--- src/crhh_map.svh ---
// Constant map of the chain read and write-path handover block
`ifndef CRHH_MAP_SVH
`define CRHH_MAP_SVH
`define CRHH_OP_SINGLE 3'h5
`define CRHH_OP_BLOCK 3'h6
`define CRHH_CMD_TO_DOWN 8'h09
`define CRHH_CMD_TO_UP 8'h08
`define CRHH_HO_PAD 8'h00
`define CRHH_SEL_UP 1'h1
`define CRHH_IDX_CMD 5'h00
`define CRHH_IDX_ONE 5'h01
`define CRHH_IDX_TWO 5'h02
`define CRHH_STEP 5'h01
`define CRHH_BS_ONE 5'h01
`define CRHH_BS_TWO 5'h02
`define CRHH_START_SGL 5'h02
`define CRHH_START_BLK 5'h03
`define CRHH_INS_ONE 5'h02
`define CRHH_INS_TWO 5'h04
`define CRHH_ADDR_HI_ZERO 3'h0
`define CRHH_ALIVE_STEP 8'h01
`define CRHH_ZERO_BYTE 8'h00
`define CRHH_CRC_POLY 8'h07
`define CRHH_CRC_INIT 8'h00
`define CRHH_HOLD_DEPTH 4
`endif

--- src/crhh_pkg.sv ---
// Types of the chain read and write-path handover block
package crhh_pkg;
    typedef enum logic [3:0] {
        ST_IDLE = 4'h1,
        ST_HDR = 4'h2,
        ST_INS = 4'h4,
        ST_PASS = 4'h8
    } crhh_state_t;
endpackage : crhh_pkg

--- src/crhh_core.sv ---
// Chain read insertion and write-path handover engine
`timescale 1ns/1ps
`include "crhh_map.svh"

module crhh_core (
    input wire logic clk,
    input wire logic rst,
    input wire logic rxLoValid,
    input wire logic [7:0] rxLoData,
    input wire logic rxLoSof,
    input wire logic rxLoEof,
    input wire logic rxLoMancErr,
    input wire logic rxUpValid,
    input wire logic [7:0] rxUpData,
    input wire logic rxUpSof,
    input wire logic rxUpEof,
    input wire logic rxUpMancErr,
    output logic txLoValid,
    output logic [7:0] txLoData,
    output logic txLoSof,
    output logic txLoEof,
    output logic txLoMancErr,
    output logic txUpValid,
    output logic [7:0] txUpData,
    output logic txUpSof,
    output logic txUpEof,
    output logic txUpMancErr,
    input wire logic [4:0] myDevAddr,
    input wire logic [4:0] chainBotAddr,
    input wire logic [4:0] chainTopAddr,
    input wire logic dualUartEn,
    input wire logic aliveEn,
    output logic [7:0] regRdAddr,
    input wire logic [15:0] regRdData,
    input wire logic regRdHit,
    input wire logic alertClr,
    output logic writePathSelect,
    output logic dualPathCmdAlert,
    output logic writeGrantLower,
    output logic writeGrantUpper
);
    // ----------------------------------------
    // Declarations
    // ----------------------------------------
    crhh_pkg::crhh_state_t state_reg;
    crhh_pkg::crhh_state_t stateNext;
    logic srcUp_reg;
    logic [4:0] idx_reg;
    logic [7:0] cmd_reg;
    logic [7:0] devAddr_reg;
    logic [7:0] crc_reg;
    logic [7:0] hold_reg [0:`CRHH_HOLD_DEPTH-1];
    logic sel_reg;
    logic alert_reg;
    logic startLo, src, inValid, inSof, inEof, inManc, take;
    logic [7:0] inData, outByte, dataByte, holdOut, txAny;
    logic [4:0] k, pos, insStart, nIns;
    logic sglCmd, blkCmd, bsTwo, devOk, addressed, insNow;
    logic hoSeen, toDown, rightPath, hoApply, hoInvalid;

    function automatic logic [7:0] crc8(input logic [7:0] c,
                                        input logic [7:0] b);
        logic [7:0] r;
        r = c ^ b;
        for (int i = 0; i < 8; i++)
        begin
            r = r[7] ? ((r << 1) ^ `CRHH_CRC_POLY) : (r << 1);
        end
        return r;
    endfunction : crc8

    // ----------------------------------------
    // Source selection
    // ----------------------------------------
    // Lower port wins a same-cycle start; the other frame is dropped
    assign startLo = rxLoValid && rxLoSof;
    assign src = (state_reg == crhh_pkg::ST_IDLE) ? !startLo : srcUp_reg;
    assign inValid = src ? rxUpValid : rxLoValid;
    assign inData = src ? rxUpData : rxLoData;
    assign inSof = src ? rxUpSof : rxLoSof;
    assign inEof = src ? rxUpEof : rxLoEof;
    assign inManc = src ? rxUpMancErr : rxLoMancErr;
    assign take = inValid && (state_reg != crhh_pkg::ST_IDLE || inSof);
    assign k = (state_reg == crhh_pkg::ST_IDLE) ? `CRHH_IDX_CMD : idx_reg;

    // ----------------------------------------
    // Frame decode
    // ----------------------------------------
    assign sglCmd = cmd_reg[2:0] == `CRHH_OP_SINGLE;
    assign bsTwo = cmd_reg[7:3] == `CRHH_BS_TWO;
    assign blkCmd = cmd_reg[2:0] == `CRHH_OP_BLOCK &&
        (cmd_reg[7:3] == `CRHH_BS_ONE || bsTwo);
    assign devOk = devAddr_reg[7:5] == `CRHH_ADDR_HI_ZERO &&
        devAddr_reg[4:0] >= chainBotAddr &&
        devAddr_reg[4:0] <= chainTopAddr;
    assign addressed = sglCmd ?
        (cmd_reg[7:3] == myDevAddr && regRdHit) :
        (blkCmd && devOk && devAddr_reg[4:0] == myDevAddr);
    assign insStart = blkCmd ? `CRHH_START_BLK : `CRHH_START_SGL;
    assign nIns = (blkCmd && bsTwo) ? `CRHH_INS_TWO : `CRHH_INS_ONE;
    assign pos = k - insStart;
    assign holdOut = (blkCmd && bsTwo) ? hold_reg[3] : hold_reg[1];
    assign insNow = !inManc && (state_reg == crhh_pkg::ST_INS ||
        (state_reg == crhh_pkg::ST_HDR && k == insStart && addressed));
    assign dataByte = regRdHit ?
        (pos[0] ? regRdData[15:8] : regRdData[7:0]) :
        `CRHH_ZERO_BYTE;

    // ----------------------------------------
    // Handover decode
    // ----------------------------------------
    assign toDown = cmd_reg == `CRHH_CMD_TO_DOWN;
    assign hoSeen = take && state_reg == crhh_pkg::ST_HDR &&
        k == `CRHH_IDX_TWO && dualUartEn && !inManc &&
        devAddr_reg == `CRHH_HO_PAD &&
        (toDown || cmd_reg == `CRHH_CMD_TO_UP);
    assign rightPath = toDown ? srcUp_reg : !srcUp_reg;
    assign hoApply = hoSeen && rightPath &&
        (toDown == (sel_reg == `CRHH_SEL_UP));
    assign hoInvalid = hoSeen && !rightPath;

    // ----------------------------------------
    // Output byte and next state
    // ----------------------------------------
    always_comb
    begin
        outByte = inData;
        stateNext = state_reg;
        if (insNow)
        begin
            if (pos < nIns)
                outByte = dataByte;
            else if (pos == nIns + `CRHH_STEP)
                outByte = crc_reg;
            else if (pos == nIns + `CRHH_IDX_TWO && aliveEn)
                outByte = holdOut + `CRHH_ALIVE_STEP;
            else
                outByte = holdOut;
        end
        else if (hoApply)
        begin
            outByte = {inData[7:5], inData[4:0] + `CRHH_STEP};
        end
        if (take)
        begin
            unique case (state_reg)
                crhh_pkg::ST_IDLE: stateNext = crhh_pkg::ST_HDR;
                crhh_pkg::ST_HDR:
                begin
                    if (k == insStart)
                        stateNext = insNow ? crhh_pkg::ST_INS :
                            crhh_pkg::ST_PASS;
                end
                crhh_pkg::ST_INS: stateNext = crhh_pkg::ST_INS;
                crhh_pkg::ST_PASS: stateNext = crhh_pkg::ST_PASS;
            endcase
            if (inManc)
                stateNext = crhh_pkg::ST_PASS;
            if (inEof)
                stateNext = crhh_pkg::ST_IDLE;
        end
    end

    // ----------------------------------------
    // Frame tracking
    // ----------------------------------------
    always_ff @(posedge clk)
    begin
        if (rst)
        begin
            state_reg <= crhh_pkg::ST_IDLE;
            srcUp_reg <= 1'b0;
            idx_reg <= `CRHH_IDX_CMD;
        end
        else
        begin
            state_reg <= stateNext;
            if (state_reg == crhh_pkg::ST_IDLE)
                srcUp_reg <= src;
            if (take)
                idx_reg <= inEof ? `CRHH_IDX_CMD : k + `CRHH_STEP;
        end
    end

    always_ff @(posedge clk)
    begin
        if (rst)
        begin
            cmd_reg <= `CRHH_ZERO_BYTE;
            devAddr_reg <= `CRHH_ZERO_BYTE;
            regRdAddr <= `CRHH_ZERO_BYTE;
        end
        else if (take)
        begin
            if (k == `CRHH_IDX_CMD)
                cmd_reg <= inData;
            if (k == `CRHH_IDX_ONE)
                devAddr_reg <= inData;
            if (state_reg == crhh_pkg::ST_HDR &&
                k == (blkCmd ? `CRHH_IDX_TWO : `CRHH_IDX_ONE))
                regRdAddr <= inData;
            else if (insNow && pos == `CRHH_IDX_ONE)
                regRdAddr <= regRdAddr + 8'(`CRHH_STEP);
        end
    end

    // Delay line that pushes trailing bytes back behind inserted data
    always_ff @(posedge clk)
    begin
        if (rst)
        begin
            for (int i = 0; i < `CRHH_HOLD_DEPTH; i++)
                hold_reg[i] <= `CRHH_ZERO_BYTE;
        end
        else if (take && insNow)
        begin
            hold_reg[0] <= inData;
            for (int i = 1; i < `CRHH_HOLD_DEPTH; i++)
                hold_reg[i] <= hold_reg[i-1];
        end
    end

    always_ff @(posedge clk)
    begin
        if (rst)
            crc_reg <= `CRHH_CRC_INIT;
        else if (take)
            crc_reg <= crc8((k == `CRHH_IDX_CMD) ? `CRHH_CRC_INIT : crc_reg,
                outByte);
    end

    // ----------------------------------------
    // Transmit registers
    // ----------------------------------------
    always_ff @(posedge clk)
    begin
        if (rst)
        begin
            txLoValid <= 1'b0;
            txUpValid <= 1'b0;
            txLoData <= `CRHH_ZERO_BYTE;
            txUpData <= `CRHH_ZERO_BYTE;
            {txLoSof, txLoEof, txLoMancErr} <= 3'h0;
            {txUpSof, txUpEof, txUpMancErr} <= 3'h0;
        end
        else
        begin
            txLoValid <= take && src;
            txUpValid <= take && !src;
            txLoData <= outByte;
            txUpData <= outByte;
            {txLoSof, txLoEof, txLoMancErr} <= {inSof, inEof, inManc};
            {txUpSof, txUpEof, txUpMancErr} <= {inSof, inEof, inManc};
        end
    end

    // ----------------------------------------
    // Write ownership and alert
    // ----------------------------------------
    always_ff @(posedge clk)
    begin
        if (rst)
            sel_reg <= `CRHH_SEL_UP;
        else if (hoApply)
            sel_reg <= toDown ? ~`CRHH_SEL_UP : `CRHH_SEL_UP;
    end

    // Set wins over a clear in the same cycle
    always_ff @(posedge clk)
    begin
        if (rst)
            alert_reg <= 1'b0;
        else if (hoInvalid)
            alert_reg <= 1'b1;
        else if (alertClr)
            alert_reg <= 1'b0;
    end

    assign writePathSelect = sel_reg;
    assign dualPathCmdAlert = alert_reg;
    assign writeGrantLower = !dualUartEn || sel_reg;
    assign writeGrantUpper = dualUartEn && !sel_reg;
    assign txAny = txLoValid ? txLoData : txUpData;
endmodule : crhh_core

--- config.mk ---
export PLATFORM = sky130hd
export DESIGN_NAME = crhh_core
export DESIGN_NICKNAME = d
export VERILOG_FILES = /design/src/crhh_pkg.sv /design/src/crhh_core.sv
export VERILOG_INCLUDE_DIRS = /design/src
export SDC_FILE = /design/constraint.sdc
export NUM_CORES = 1
export LEC_CHECK = 0
export ABC_CLOCK_PERIOD_IN_PS = 13560
export BUFFER_PORTS_ARGS = -buffer_cell sky130_fd_sc_hd__buf_2
export CAP_MARGIN = 20
export CORE_MARGIN = 2
export CORE_UTILIZATION = 45
export DETAILED_ROUTE_END_ITERATION = 6
export PLACE_DENSITY_LB_ADDON = 0.2
export SLEW_MARGIN = 20
export SYNTH_ARGS = -nofsm -noshare
export SYNTH_HDL_FRONTEND = slang
export SYNTH_SLANG_ARGS = --single-unit
export TNS_END_PERCENT = 20
--- constraint.sdc ---
create_clock -name clk -period 13.56 [get_ports clk]
set_clock_uncertainty 0.15 [all_clocks]
set_input_delay 2.034 -clock clk [delete_from_list [all_inputs] [get_ports clk]]
set_output_delay 2.034 -clock clk [all_outputs]
set_load 0.02 [all_outputs]
==> metrics.csv <==
metric,value,unit
status,"finished, final reports clean",
p_leak,2.760,nW
yosysTopAreaCell,dfxtp_1,
drt-pass1-iter-count,4,
drtAntennaViolNets,0,
clockRootBuffer,clkbuf_16,
synth_simple_gate_area_share,23.61,%
max_freq,184.4,MHz
grt_max_degree,63,
h-tree-depth,3,
nets,785,
cts_tree,done,
dp_cells,860,
synth_seq_cells,89,
max_slew_margin,34.16,%
row_count,40,
critPathKind,in -> reg,
finalHoldViolCount,0,
synthMuxAreaShare,6.950,%
ctsResizeCount,0,
max_slew.worst_pin.slew,0.9840,ns
ios,97,
tns,0,ns
grt_pass1_wl,23310,um
ys.flop_type,dfxtp_1,
irDropWorstVdd,0.05891,mV
r2r-start,state_reg[3],
antenna_cells,0,
regToRegSetupSlack,8.23,ns
synth_edf_count,32,
hold_start,dualPathCmdAlert,
dp_hpwl,10380,um
synth_compound_area_share,14.15,%
synth.avg_cell_area,8.873,um2
yosysWarningCount,0,
start_util,46.37,%
antenna_found_initial,0,
coreArea,12110,um2
synthArstFlopShare,0,%
drive_gt1_share,21.19,%
drc,0,
num_vias,4891,
utilization,53.84,%
clkTransAtPathRegs,0.06,ns
gp_congestion,0.9549,
drt_iter0_markers,347,
cap_viol_max_count,0,
clkLatencyLatePin,0.35,ns
dieArea,13390,um2
p_per_area,132.8,nW/um2
seq_area_frac_synth,37.42,%
die_w,115.7,um
track_usage,22.37,%
maxSlewViolCount,0,
cts.sinks,89,
area_growth,16.11,%
synth_xor_area_share,7.886,%
synth-adder-area-share,4.678,%
timing.final.crit_share,40.00,%
cts_buffers,9,
rsz0062_at_grt,no,
total_power,865.8,uW
holdWs,0.3268,ns
wl_per_cell,16.29,um
post-synth-top-count-cell,nor2_1,
routed_via_density,5.583,
synth_nets,715,
min_path_type,reg -> reg,
synth.area.top_cells,"dfxtp_1 20%, edfxtp_1 17%, nor2_1 4.8%, ha_1 4.7%, mux2i_1 4.1%",
grt_pass1_vias,4654,
crit_start,rxLoValid,
cp.required,13.61,ns
synth_cell_types,67,
cp.arrival,5.48,ns
syn_area,5617,um2
min_period,5.424,ns
cts_setup_buffers,0,
nFillCells,1190,
globalRoute.totalOverflow,0,
synth_top_area_share,20.32,%
yosys-top-cells-count,"72 x nor2_1, 57 x dfxtp_1, 46 x nand2_1, 32 x edfxtp_1, 30 x o21ai_0",
setup.worst_path.start_class,primary input,
cts_hold_buf,0,
synth_top_family_by_area,simple AND/OR/NAND/NOR gates,
final_cells,876,
critPathMaxFanout,20,
synth_cells,633,
cp-end-kind,flop,
setup_viol_count_final,0,
largest_reg_flops,32,
die_h,115.7,um
port-buffer-count,96,
totalWireLength,14270,um
clk_path_buf_depth,2,
==> path summary, 6_finish.rpt <==
kind              cells after the start               end
setup / recovery                     13      regRdAddr[3]
hold / removal                        2  dualPathCmdAlert
setup reg to reg                     16        crc_reg[3]
hold reg to reg                       2  dualPathCmdAlert
==> metal layers <==
layer,part of all wire (%),vias to the layer above,global-route usage [%]
met5,0,-,0
met4,2.4,0,9.127
met3,6.9,30,3.766
met2,45,216,35.91
met1,46,2248,30.11
li1,-,2397,-
==> through the flow <==
step | worst slack [ns] | cell area (um2)
CTS | 8.170 | 6515
detailed placement | 7.807 | 6170
global route | 7.787 | 6521
finish | 8.136 | 6521
floorplan | 7.915 | 5617
global placement | 8.003 | 6160
==> cell type report <==
class	count	area [um2]	share of cell area [%]
clock buffers	11	242.7	3.722
clock inverters	5	102.6	1.573
inverters	21	78.83	1.209
multi-input cells	478	3247	49.79
flip-flops and latches	89	2102	32.23
well taps	168	210.2	3.223
repair buffers	104	538.0	8.250
==> worst max-delay path, stage by stage <==
cell and delay (ns):
buf_2 0.10, nand2_1 0.07, mux2i_2 0.50, buf_4 0.30, mux2i_4 0.39, nand3_1 0.11, a21o_1 0.44, nor4b_1 0.57
nor2_1 0.08, nor2_1 0.52, o21ai_0 0.20, nand2_1 0.11, a21oi_1 0.06
==> layout by cell type (no fill, tap or decap), types with 11 or more instances in the layout <==
cell	synthesis	routed
nor2_1	72	72
mux2_2	11	11
ha_1	21	21
buf_2	7	97
a211oi_1	21	21
mux2i_1	23	22
nand2_1	46	46
nand3_1	21	21
inv_1	20	20
nor3_1	14	12
xor2_1	16	16
a21oi_1	26	26
o21ai_0	30	30
and2_1	27	27
and3_1	16	16
dfxtp_1	57	57
xnor2_1	22	22
edfxtp_1	32	32
==> cells by family after synthesis <==
group / count (synthesis)
AOI/OAI and AO/OA: 124
buffers and inverters: 66
DFF: 89
muxes: 36
adders and majority gates: 21
xor gates and xnor gates: 44
and+or+nand+nor: 253
==> report_power, final <==
part	total, mW	leakage, nW	internal, mW	switching [mW]
clock	0.289	0.166	0.185	0.105
combinational	0.245	1.80	0.0999	0.145
sequential	0.332	0.798	0.304	0.0282
total	0.866	2.76	0.589	0.277
No activity file was read; power rests on OpenSTA's default activity.
